**src/inc/alert_overtemp_signal_consts.vh**
```
// Constants for the alert mask, extended resolution, configuration and overtemperature timer registers
//
// Behaviour
// - Mask bits 2, 3, 4 are writable and block the alert for fan one, two, three faults.
// - Mask bit 5 blocks fan four faults, or timer events when pin four senses overtemperature.
// - Mask bits 6 and 7 block alerts for diode faults on remote one and two.
// - Mask bit 1 concerns overtemperature, is read-only, and writes never change it.
// - First extended register shows 2.5 V low bits at 1:0, supply low bits at 5:4.
// - Second extended register shows remote one, local, remote two low bits at 3:2, 5:4, 7:6.
// - Reading an extended register freezes it and its high bytes until those are read.
// - Configuration bit 0 turns the second fan drive pin into the alert output.
// - Configuration bit 1 enables overtemperature monitoring on its pin when so configured.
// - Full_speed_on_overtemp bit forces all fans to full duty while overtemperature is asserted.
// - Fast bit makes fan speed measurements repeat every 250 ms instead of every second.
// - Configuration bits 4 to 7 enable continuous speed measurement on inputs one to four.
// - Status bit 0 sets when overtemperature asserts and clears when the register is read.
// - Status bits 7:1 read zero until 45.52 ms; then 8-bit count in 22.76 ms steps.
// - Limit register holds the allowed duration; exceeding it sets interrupt status bit 5.
// - A limit of zero raises the interrupt at once when overtemperature asserts.
`ifndef ALERT_OVERTEMP_SIGNAL_CONSTS_VH
`define ALERT_OVERTEMP_SIGNAL_CONSTS_VH

// Register indices; byte address is four times the index
`define IDX_ALERT_MASK_TWO 8'h75
`define IDX_EXT_RES_VOLTAGE 8'h76
`define IDX_EXT_RES_TEMPERATURE 8'h77
`define IDX_CONFIG_THREE 8'h78
`define IDX_OVERTEMP_STATUS 8'h79
`define IDX_DURATION_LIMIT 8'h7a
`define IDX_INT_STATUS_TWO 8'h42
`define IDX_HIGH_2V5 8'h20
`define IDX_HIGH_VCC 8'h21
`define IDX_HIGH_REMOTE_ONE 8'h22
`define IDX_HIGH_LOCAL 8'h23
`define IDX_HIGH_REMOTE_TWO 8'h24
`define IDX_PIN_SELECT 8'h90

// Reset values
`define RST_ALERT_MASK_TWO 8'h00
`define RST_CONFIG_THREE 8'h00
`define RST_DURATION_LIMIT 8'h00
`define RST_PIN_SELECT 8'h00

// Writable bits of the mask register
`define MASK_TWO_WRITABLE 8'hfc

// Field positions
`define BIT_OVERTEMP_MASK 1
`define BIT_FAN_FOUR_OR_TIMER 5
`define BIT_CFG_ALERT_PIN 0
`define BIT_CFG_OVERTEMP_EN 1
`define BIT_CFG_FULL_SPEED_ON_OVERTEMP 2
`define BIT_CFG_FAST 3
`define BIT_CFG_CONT_LO 4

// Timing: clock period and documented times in ns
`define CLK_PERIOD_NS 8
`define DURATION_STEP_NS 22760000
`define FAST_PERIOD_NS 250000000
`define SLOW_PERIOD_NS 1000000000
// Cycle counts are the times above over the clock period, sized to the 27-bit timer parameters
`define DURATION_STEP_CYCLES 27'd2845000
`define FAST_PERIOD_CYCLES 27'd31250000
`define SLOW_PERIOD_CYCLES 27'd125000000
// Steps (45.52 ms) before the duration count is shown
`define DURATION_SHOW_STEPS 8'h02
`define DURATION_MAX 8'hff

`endif

```
**src/rtl/alert_mask_overtemp_signal_timer_regs.v**
```verilog
// Alert mask, extended resolution, configuration three and overtemperature timer registers on AHB-Lite
`timescale 1ns/1ps
`include "alert_overtemp_signal_consts.vh"

module alert_mask_overtemp_signal_timer_regs #(
  parameter [26:0] STEP_CYCLES = `DURATION_STEP_CYCLES,
  parameter [26:0] FAST_CYCLES = `FAST_PERIOD_CYCLES,
  parameter [26:0] SLOW_CYCLES = `SLOW_PERIOD_CYCLES
) (
  // Clock and reset
  input wire hclk,
  input wire hresetn,
  // AHB-Lite slave
  input wire hsel,
  input wire [31:0] haddr,
  input wire [1:0] htrans,
  input wire hwrite,
  input wire [2:0] hsize,
  input wire hready,
  input wire [31:0] hwdata,
  output reg [31:0] hrdata,
  output wire hreadyout,
  output wire hresp,
  // Converter results
  input wire [9:0] reading_2v5,
  input wire [9:0] reading_vcc,
  input wire [9:0] reading_remote_one,
  input wire [9:0] reading_local,
  input wire [9:0] reading_remote_two,
  input wire voltage_update,
  input wire temperature_update,
  // Fault events, one-cycle pulses
  input wire [3:0] fan_fault,
  input wire [1:0] diode_fault,
  // Pins
  input wire fan_speed_input_four,
  input wire fan_pwm_two,
  output wire fan_drive_output_two_out,
  output wire fan_drive_output_two_oe,
  // Fan control
  output wire force_full_speed,
  output wire [3:0] continuous_speed,
  output reg speed_measure_start,
  output wire overtemp_active,
  output wire irq
);

  assign hreadyout = 1'b1;
  assign hresp = 1'b0;

  reg [7:0] alert_mask_two;
  reg [7:0] config_three;
  reg [7:0] overtemp_duration_limit;
  reg [7:0] pin_select;
  reg [7:0] int_status_two;

  //////////////////////////////////////////////////////////////////////////////
  // Bus decode: reads act in the address phase, writes in the data phase
  wire addr_phase = hsel & htrans[1] & hready;
  wire [7:0] addr_idx = haddr[9:2];
  wire rd_take = addr_phase & ~hwrite;
  reg wr_pend;
  reg [7:0] wr_idx;

  always @(posedge hclk or negedge hresetn) begin
    if (!hresetn) begin
      wr_pend <= 1'b0;
      wr_idx <= 8'h00;
    end else begin
      wr_pend <= addr_phase & hwrite;
      wr_idx <= addr_idx;
    end
  end

  wire [7:0] wdata = hwdata[7:0];
  wire rd_ext_v = rd_take & (addr_idx == `IDX_EXT_RES_VOLTAGE);
  wire rd_ext_t = rd_take & (addr_idx == `IDX_EXT_RES_TEMPERATURE);
  wire rd_hi_2v5 = rd_take & (addr_idx == `IDX_HIGH_2V5);
  wire rd_hi_vcc = rd_take & (addr_idx == `IDX_HIGH_VCC);
  wire rd_hi_r1 = rd_take & (addr_idx == `IDX_HIGH_REMOTE_ONE);
  wire rd_hi_loc = rd_take & (addr_idx == `IDX_HIGH_LOCAL);
  wire rd_hi_r2 = rd_take & (addr_idx == `IDX_HIGH_REMOTE_TWO);
  wire rd_status = rd_take & (addr_idx == `IDX_OVERTEMP_STATUS);
  wire rd_int = rd_take & (addr_idx == `IDX_INT_STATUS_TWO);

  //////////////////////////////////////////////////////////////////////////////
  // Control registers
  always @(posedge hclk or negedge hresetn) begin
    if (!hresetn) begin
      alert_mask_two <= `RST_ALERT_MASK_TWO;
      config_three <= `RST_CONFIG_THREE;
      overtemp_duration_limit <= `RST_DURATION_LIMIT;
      pin_select <= `RST_PIN_SELECT;
    end else if (wr_pend) begin
      case (wr_idx)
        `IDX_ALERT_MASK_TWO: alert_mask_two <= wdata & `MASK_TWO_WRITABLE;
        `IDX_CONFIG_THREE: config_three <= wdata;
        `IDX_DURATION_LIMIT: overtemp_duration_limit <= wdata;
        `IDX_PIN_SELECT: pin_select <= {7'h00, wdata[0]};
        default: ;
      endcase
    end
  end

  assign continuous_speed = config_three[7:`BIT_CFG_CONT_LO];

  //////////////////////////////////////////////////////////////////////////////
  // Result registers with read freeze
  reg [9:0] res_2v5, res_vcc, res_r1, res_loc, res_r2;
  reg frz_v, frz_t;
  reg [1:0] pend_v;
  reg [2:0] pend_t;
  wire [1:0] next_pend_v = pend_v & ~{rd_hi_vcc, rd_hi_2v5};
  wire [2:0] next_pend_t = pend_t & ~{rd_hi_r2, rd_hi_loc, rd_hi_r1};

  always @(posedge hclk or negedge hresetn) begin
    if (!hresetn) begin
      frz_v <= 1'b0;
      frz_t <= 1'b0;
      pend_v <= 2'h0;
      pend_t <= 3'h0;
    end else begin
      // A second read of the low bits while frozen restarts the wait for high bytes
      if (rd_ext_v) begin
        frz_v <= 1'b1;
        pend_v <= 2'h3;
      end else if (frz_v) begin
        pend_v <= next_pend_v;
        frz_v <= |next_pend_v;
      end
      if (rd_ext_t) begin
        frz_t <= 1'b1;
        pend_t <= 3'h7;
      end else if (frz_t) begin
        pend_t <= next_pend_t;
        frz_t <= |next_pend_t;
      end
    end
  end

  always @(posedge hclk or negedge hresetn) begin
    if (!hresetn) begin
      res_2v5 <= 10'h000;
      res_vcc <= 10'h000;
      res_r1 <= 10'h000;
      res_loc <= 10'h000;
      res_r2 <= 10'h000;
    end else begin
      if (voltage_update && !frz_v && !rd_ext_v) begin
        res_2v5 <= reading_2v5;
        res_vcc <= reading_vcc;
      end
      if (temperature_update && !frz_t && !rd_ext_t) begin
        res_r1 <= reading_remote_one;
        res_loc <= reading_local;
        res_r2 <= reading_remote_two;
      end
    end
  end

  //////////////////////////////////////////////////////////////////////////////
  // Overtemperature pin: three-stage synchroniser, change accepted when stages two and three agree
  reg sync1, sync2, sync3, pin_level;
  always @(posedge hclk or negedge hresetn) begin
    if (!hresetn) begin
      sync1 <= 1'b1;
      sync2 <= 1'b1;
      sync3 <= 1'b1;
      pin_level <= 1'b1;
    end else begin
      sync1 <= fan_speed_input_four;
      sync2 <= sync1;
      sync3 <= sync2;
      if (sync2 == sync3)
        pin_level <= sync3;
    end
  end

  // Pin four is active low when it serves as the overtemperature input
  wire pin_is_overtemp_signal = pin_select[0];
  assign overtemp_active = pin_is_overtemp_signal & config_three[`BIT_CFG_OVERTEMP_EN] & ~pin_level;
  reg overtemp_prev;
  wire overtemp_rise = overtemp_active & ~overtemp_prev;
  assign force_full_speed = overtemp_active & config_three[`BIT_CFG_FULL_SPEED_ON_OVERTEMP];

  //////////////////////////////////////////////////////////////////////////////
  // Duration timer; the step divider restarts at each assertion so counts are aligned to it
  reg [26:0] step_cnt;
  reg [7:0] run_cnt;
  reg [7:0] stat_cnt;
  reg stat_flag;
  reg limit_fired;
  wire step_tick = overtemp_active & ~overtemp_rise & (step_cnt == STEP_CYCLES - 27'd1);
  wire [7:0] run_inc = (run_cnt == `DURATION_MAX) ? run_cnt : run_cnt + 8'h01;
  wire limit_hit = (overtemp_rise & (overtemp_duration_limit == 8'h00)) |
                   (step_tick & (run_inc > overtemp_duration_limit) & ~limit_fired);

  always @(posedge hclk or negedge hresetn) begin
    if (!hresetn) begin
      overtemp_prev <= 1'b0;
      step_cnt <= 27'h0000000;
      run_cnt <= 8'h00;
      limit_fired <= 1'b0;
    end else begin
      overtemp_prev <= overtemp_active;
      if (!overtemp_active || overtemp_rise) begin
        step_cnt <= 27'h0000000;
        run_cnt <= 8'h00;
        limit_fired <= overtemp_rise & (overtemp_duration_limit == 8'h00);
      end else begin
        if (step_tick) begin
          step_cnt <= 27'h0000000;
          run_cnt <= run_inc;
        end else begin
          step_cnt <= step_cnt + 27'h0000001;
        end
        if (limit_hit)
          limit_fired <= 1'b1;
      end
    end
  end

  // Status: read clears, but a new assertion or step in the same cycle wins
  always @(posedge hclk or negedge hresetn) begin
    if (!hresetn) begin
      stat_flag <= 1'b0;
      stat_cnt <= 8'h00;
    end else begin
      if (overtemp_rise)
        stat_flag <= 1'b1;
      else if (rd_status)
        stat_flag <= 1'b0;
      if (step_tick)
        stat_cnt <= run_inc;
      else if (rd_status)
        stat_cnt <= 8'h00;
    end
  end

  // Below two steps only the assertion flag shows
  wire [7:0] status_view = (stat_cnt >= `DURATION_SHOW_STEPS) ? stat_cnt : {7'h00, stat_flag};

  //////////////////////////////////////////////////////////////////////////////
  // Interrupt status two: same layout as the mask, sticky, cleared by read
  wire fan_four_event = pin_is_overtemp_signal ? limit_hit : fan_fault[3];
  wire [7:0] int_events = {diode_fault, fan_four_event, fan_fault[2:0], overtemp_rise, 1'b0};

  always @(posedge hclk or negedge hresetn) begin
    if (!hresetn)
      int_status_two <= 8'h00;
    else if (rd_int)
      int_status_two <= int_events;
    else
      int_status_two <= int_status_two | int_events;
  end

  assign irq = |(int_status_two & ~alert_mask_two);

  // Alert is open drain, pulled low only while an unmasked bit is set
  assign fan_drive_output_two_out = config_three[`BIT_CFG_ALERT_PIN] ? 1'b0 : fan_pwm_two;
  assign fan_drive_output_two_oe = config_three[`BIT_CFG_ALERT_PIN] ? irq : 1'b1;

  //////////////////////////////////////////////////////////////////////////////
  // Speed measurement period
  reg [26:0] meas_cnt;
  wire [26:0] meas_period = config_three[`BIT_CFG_FAST] ? FAST_CYCLES : SLOW_CYCLES;
  always @(posedge hclk or negedge hresetn) begin
    if (!hresetn) begin
      meas_cnt <= 27'h0000000;
      speed_measure_start <= 1'b0;
    end else if (meas_cnt >= meas_period - 27'd1) begin
      // Switching to fast mid-period ends the long period at once if the count has already reached the fast period
      meas_cnt <= 27'h0000000;
      speed_measure_start <= 1'b1;
    end else begin
      meas_cnt <= meas_cnt + 27'h0000001;
      speed_measure_start <= 1'b0;
    end
  end

  //////////////////////////////////////////////////////////////////////////////
  // Read data, loaded at the address phase
  reg [7:0] rd_val;
  always @* begin
    case (addr_idx)
      `IDX_ALERT_MASK_TWO: rd_val = alert_mask_two;
      `IDX_EXT_RES_VOLTAGE: rd_val = {2'h0, res_vcc[1:0], 2'h0, res_2v5[1:0]};
      `IDX_EXT_RES_TEMPERATURE: rd_val = {res_r2[1:0], res_loc[1:0], res_r1[1:0], 2'h0};
      `IDX_CONFIG_THREE: rd_val = config_three;
      `IDX_OVERTEMP_STATUS: rd_val = status_view;
      `IDX_DURATION_LIMIT: rd_val = overtemp_duration_limit;
      `IDX_INT_STATUS_TWO: rd_val = int_status_two;
      `IDX_HIGH_2V5: rd_val = res_2v5[9:2];
      `IDX_HIGH_VCC: rd_val = res_vcc[9:2];
      `IDX_HIGH_REMOTE_ONE: rd_val = res_r1[9:2];
      `IDX_HIGH_LOCAL: rd_val = res_loc[9:2];
      `IDX_HIGH_REMOTE_TWO: rd_val = res_r2[9:2];
      `IDX_PIN_SELECT: rd_val = pin_select;
      default: rd_val = 8'h00;
    endcase
  end

  always @(posedge hclk or negedge hresetn) begin
    if (!hresetn)
      hrdata <= 32'h00000000;
    else if (rd_take)
      hrdata <= {24'h000000, rd_val};
  end

endmodule // alert_mask_overtemp_signal_timer_regs

```
**config.mk**
```make
export PLATFORM = sky130hd
export DESIGN_NAME = alert_mask_overtemp_signal_timer_regs
export DESIGN_NICKNAME = d
export VERILOG_FILES = /design/src/rtl/alert_mask_overtemp_signal_timer_regs.v
export VERILOG_INCLUDE_DIRS = /design/src /design/src/inc
export SDC_FILE = /design/constraint.sdc
export NUM_CORES = 1
export LEC_CHECK = 0
export BUFFER_PORTS_ARGS = -buffer_cell sky130_fd_sc_hd__buf_2
export CAP_MARGIN = 20
export CORE_MARGIN = 1
export CORE_UTILIZATION = 55
export DETAILED_ROUTE_END_ITERATION = 16
export MAX_ROUTING_LAYER = met4
export PLACE_DENSITY = 0.79
export SLEW_MARGIN = 10
export SYNTH_ARGS = -nofsm -noshare
export SYNTH_HDL_FRONTEND = slang
export SYNTH_SLANG_ARGS = --single-unit
```
**constraint.sdc**
```tcl
create_clock -name hclk -period 4.42 [get_ports hclk]
set_input_delay 0.221 -clock hclk [delete_from_list [all_inputs] [get_ports hclk]]
set_output_delay 0.221 -clock hclk [all_outputs]
set_load 0.1 [all_outputs]
```
After elaboration in Yosys (flattened, before gate mapping)
Index checks and enable logic that the tools add are counted.

storage, ports and cells
  register bits after elaboration = 183
  input bits = 134
  output and inout bits = 44
  logic and storage cells = 143

operators by class
  add/subtract/negate cells = 4
  order comparisons = 3
  equality and inequality tests = 20
  mux-type cells = 28
  bitwise logic cells = 35
  reduce and logical (&&, ||, !) cells = 24

operators with widths
  cell                                                               number
  two-way mux 27 bit                                                 4
  one-hot mux 8 bit (13 select lines)                                1
  equality test 8 x 7 -> 1 bit, second input constant                10
  two-way mux 8 bit                                                  7
  adder 27 x 1 -> 27 bit, second input constant                      2
  equality test 8 x 6 -> 1 bit, second input constant                5
  equality test 27 x 22 -> 1 bit, second input constant              1
  greater-or-equal comparator 27 bit                                 1
  subtractor 27 x 1 -> 27 bit, second input constant                 1
  equality test 8 bit, second input constant                         3
  AND 1 bit                                                          22
  two-way mux 1 bit                                                  12
  nonzero test 2 bit                                                 6
  adder 8 x 1 -> 8 bit, second input constant                        1
  AND 8 bit                                                          1
  greater-or-equal comparator 8 x 2 -> 1 bit, second input constant  1
  greater-than comparator 8 bit                                      1
  zero test 8 bit                                                    1
  inverter 8 bit                                                     1
  bitwise OR 8 bit                                                   1
  AND reduction 2 bit                                                4
  OR reduction 8 bit                                                 1
  two-way mux 3 bit                                                  2
  zero test 1 bit                                                    5
  12 further kinds                                                   20

Depth between registers and ports, before layout
  depth after elaboration = 12
  depth in mapped cells = 10
  gate-level depth less buffers = 10

Worst setup path after synthesis
Ideal clock, no wire load.

  path type = reg2out
  start = reg int_status_two[7]
  end = out fan_drive_output_two_oe
  data arrival time = 2.731 ns
  data required time = 4.199 ns
  slack = 1.468 ns
  cell stages (with the launch flop) = 5
  path buffers = 0
  cell sequence = dfrtp_1 -> nor2b_1 -> a2111oi_0 -> nand4_1 -> or2_2

between the ends
  word-level cells in the longest chain between the ends = 3

RTL lines
  element                 line                                         RTL
  from (decl)             alert_mask_overtemp_signal_timer_regs.v:55   reg [7:0] int_status_two;
  from (signal assigned)  alert_mask_overtemp_signal_timer_regs.v:252  int_status_two <= int_events;
  from (signal assigned)  alert_mask_overtemp_signal_timer_regs.v:254  int_status_two <= int_status_two | int_events;
  AND 8 bit               alert_mask_overtemp_signal_timer_regs.v:257  assign irq = |(int_status_two & ~alert_mask_two);
  OR reduction 8 bit      alert_mask_overtemp_signal_timer_regs.v:257
  via irq                 alert_mask_overtemp_signal_timer_regs.v:45   output wire irq
  two-way mux 1 bit       alert_mask_overtemp_signal_timer_regs.v:261  assign fan_drive_output_two_oe = config_three[`BIT_CFG_ALERT_PIN] ? irq : 1'b1;
  to (decl)               alert_mask_overtemp_signal_timer_regs.v:39   output wire fan_drive_output_two_oe,

The timed path passes the listed nets, and every way through them passes these cells.

Final worst setup path
  start = reg config_three[3]
  end = reg speed_measure_start

between the ends
  word-level cells in the longest chain between the ends = 4

RTL lines
  element                             line                                         RTL
  from (decl)                         alert_mask_overtemp_signal_timer_regs.v:52   reg [7:0] config_three;
  from (signal assigned)              alert_mask_overtemp_signal_timer_regs.v:91   config_three <= `RST_CONFIG_THREE;
  from (signal assigned)              alert_mask_overtemp_signal_timer_regs.v:97   `IDX_CONFIG_THREE: config_three <= wdata;
  two-way mux 27 bit                  alert_mask_overtemp_signal_timer_regs.v:266  wire [26:0] meas_period = config_three[`BIT_CFG_FAST] ? FAST_CYCLES : SLOW_CYCLES;
  subtractor 27 x 1 -> 27 bit         alert_mask_overtemp_signal_timer_regs.v:271  end else if (meas_cnt >= meas_period - 27'd1) begin
  greater-or-equal comparator 27 bit  alert_mask_overtemp_signal_timer_regs.v:271
  two-way mux 1 bit                   alert_mask_overtemp_signal_timer_regs.v:271
  to (signal assigned)                alert_mask_overtemp_signal_timer_regs.v:270  speed_measure_start <= 1'b0;
  to (signal assigned)                alert_mask_overtemp_signal_timer_regs.v:274  speed_measure_start <= 1'b1;
  to (signal assigned)                alert_mask_overtemp_signal_timer_regs.v:277  speed_measure_start <= 1'b0;
  to (decl)                           alert_mask_overtemp_signal_timer_regs.v:43   output reg speed_measure_start,

No other way between the ends.
A chain may end at the register's enable or synchronous reset.

==> results by group <==
Place
  – I/O Buffers: 99
  – Setup WS pre-CTS: about 1300 ps
  – DPL Wire Length: 16.6 mm
  – GPL Wtd Cong: 0.944
  – Area post-placement: 10200 µm²

Die
  – Die area: 18200 µm²
  – I/O pin total: 178
  – Chip width: between 100 and 150 µm
  – Initial core utilization: 0.562
  – FP Rows: 48
  – Core area: 17200 µm²
  – Die height: 135 µm

Detailed routing
  – First-pass DRT Iterations: 6
  – # DRC: 0
  – DRT Wirelength: 23.4 mm
  – DRT iter0 DRCs: 461
  – Via Count: 7559
  – Post-DRT Antenna Nets: 0
  – Routed WL per cell: 18.5 µm
  – Via density: 5.99

Logic synthesis
  – List of most frequent post-synthesis cells: dfrtp_1, nor2_1, nand3_1
  – Dominant synthesized flop cell: dfrtp_1
  – Netlist cell types: 68
  – Async set-or-reset flop fraction in the synthesized netlist: 1.00
  – Yosys warnings: 0
  – Ranking of synthesized cells by area: dfrtp_1, mux2_2, ha_1
  – Area of the mapped netlist: between 9000 and 10000 µm²
  – Yosys top cell by area: dfrtp_1
  – Mean Syn Cell Area: 10.5 µm²
  – Sequential element share of the synthesized area: 0.470
  – Number of flops mapped to enable cells by yosys: 0
  – Most common cell in the netlist: dfrtp_1
  – Synthesized flop and latch total: ~180
  – Yosys top cell area share: 0.460
  – Syn Inst Count: 924

Pwr
  – VDD IR-drop max: 0.283 mV
  – Power Dens Cells: 337 nW/µm²
  – Leakage: 0.00484 µW

Critical path
  – Reg2Reg Depth: 8
  – Crit path to: speed_measure_start
  – CP Buf/Inv Count: 2
  – CP max stage delay: 640 ps
  – Crit-path leading delay family: simple AND/OR/NAND/NOR gates
  – CP Cell Sequence: inv_1 -> ha_1 -> nand4_1 -> nor4_1 -> o221ai_1 -> a21oi_2 -> buf_4 -> nand2b_1
  – R2r setup slk: between 1000 and 1500 ps
  – CP Data Arrival Time: 3570 ps
  – CP Max Fanout: 17
  – RR Startpoint: config_three[3]
  – Setup CP Type: flop to flop
  – Startpoint types: flop
  – Required time of the critical path: 4790 ps
  – Reg2Reg Capture Point: speed_measure_start
  – Total stage count of the critical path: 8
  – CP endpoint kind: flop
  – Critical path's slowest cell: dfrtp_1
  – Worst Setup SP: config_three[3]

Clock network
  – Clk buf depth: 2
  – CTS Buf Count: 17
  – Post-CTS sizing: 0
  – Worst skew pair latency: 430 ps
  – TritonCTS clock tree: yes
  – # H-tree levels: 4
  – Clk sink count: 182
  – Root Buffer: clkbuf_16
  – Clk slew on worst S/H paths: approximately 70 ps

STA
  – Setup tns final: 0 ps
  – Setup Viol. Count Final: 0
  – Fmax: roughly 0.31 GHz
  – Fin crit period: 3200 ps
  – Final Cycle Share: 0.724
  – RSZ-0062 raised after global routing: false
  – Final Max Slew Viols: 0
  – Worst setup skew after layout: 9.54 ps
  – Setup slack after layout: 1220 ps
  – Final hold vios: 0
  – Slew margin rel.: 0.361
  – Worst-margin pin slew: around 950 ps

Run status
  – Outcome: finished clean

Job
  – Max Cap Viol: 0

Final layout
  – Fill cells: 1386
  – Final-stage net count: about 1200
  – Register area: 4560 µm²
  – Area grow syn2layout: 14.1%
  – Layout cells sized above 1: 0.206
  – Final Cell Area: ~11000 µm²
  – Area occupied by multi-input gates: around 4700 µm²

Global route
  – Global-route usage over all layers: 0.282
  – First-pass GRT wire length: 38.3 mm
  – Largest net degree at the start of global routing: 104
  – GR Overflow Total: 0
  – Initial antenna violation count: 2
  – Number of global-route vias before repair: ~7500

Worst hold path
  – HP Class: primary input to flop
worst reg2reg max path, stage by stage, from the launching register on:
cell	delay, ps
dfrtp_1	640
inv_1	280
ha_1	340
nand4_1	130
nor4_1	530
o221ai_1	260
a21oi_2	500
buf_4	320
nand2b_1	130
how the worst min path moves through the flow:
stage	from	cells past startpoint	slack, ps	endpoint
floorplan	hresetn	0	-70	alert_mask_two[2]
global placement	fan_speed_input_four	1	330	sync1
detailed placement	fan_speed_input_four	1	330	sync1
CTS	reading_local[0]	2	0.2	res_loc[0]
global route	reading_remote_one[8]	2	2	res_r1[8]
finish	reading_remote_one[8]	2	8	res_r1[8]
cell usage in the layout (no fill, tap or decap), drive strengths merged, types with 24 or more instances in the layout:
cell   Yosys  final
conb       2     26
inv       22     26
nand3     63     63
buf       48    107
mux2      81     81
nand2     63     63
o21ai     24     24
xnor2     36     36
nand4     30     30
dfrtp    178    178
ha        27     27
nor2      68     68
logic make-up (layout without fill, tap and decap cells):
kind of cell,Yosys count,after routing,share of synthesized area
muxes,95,95,0.111
DFF,182,182,0.470
buffers and inverters,93,180,0.0498
other,2,28,0.000775
AOI/OAI and AO/OA,108,108,0.0791
and+or+nand+nor,362,362,0.204
xor gates and xnor gates,54,54,0.0488
adders and majority gates,28,28,0.0359
cell type report:
cell class              count  area share
well taps                 225      0.0255
inverters                  22     0.00747
flip-flops and latches    182       0.412
clock buffers              19      0.0392
diodes                      2    0.000453
repair buffers            126      0.0680
multi-input cells         673       0.430
clock inverters            13      0.0174
power breakdown:
group | internal (µW) | switching [µW] | total (µW) | leakage, µW
clock network | 954 | 653 | 1610 | 0.000299
registers | 1730 | 40.3 | 1770 | 0.00228
logic | 115 | 234 | 350 | 0.00226
total | 2800 | 928 | 3730 | 0.00484
metal layers:
| metal | GRT usage | up-vias | share of wire |
|---|---|---|---|
| met5 | - | - | 0 |
| met4 | 0.123 | 0 | 0.032 |
| met1 | 0.354 | 3731 | 0.43 |
| met2 | 0.438 | 272 | 0.48 |
| met3 | 0.0638 | 54 | 0.063 |
| li1 | - | 3502 | - |
stage by stage:
step	hold slack [ps]	instances	power, µW	utilization
final	8.35	1262	3730	0.641
after global placement	328	1209	2130	0.594
after floorplan	-74.6	948	2030	-
after CTS	0.192	1256	3750	0.639
after detailed placement	327	1209	2140	0.594
after global routing	2.13	1262	3860	0.641
state kept, by name, indices dropped and copies added (netlist names), 10 cells and up:
name	flops
res_r1	10
res_vcc	10
res_2v5	10
step_cnt	27
meas_cnt	27
res_r2	10
res_loc	10
what timing repair did:
item	CTS	global route
hold endpoints to repair	115	4
hold buffers	15	4
buffers inserted	0	0
No activity file was read; power rests on OpenSTA's default activity.
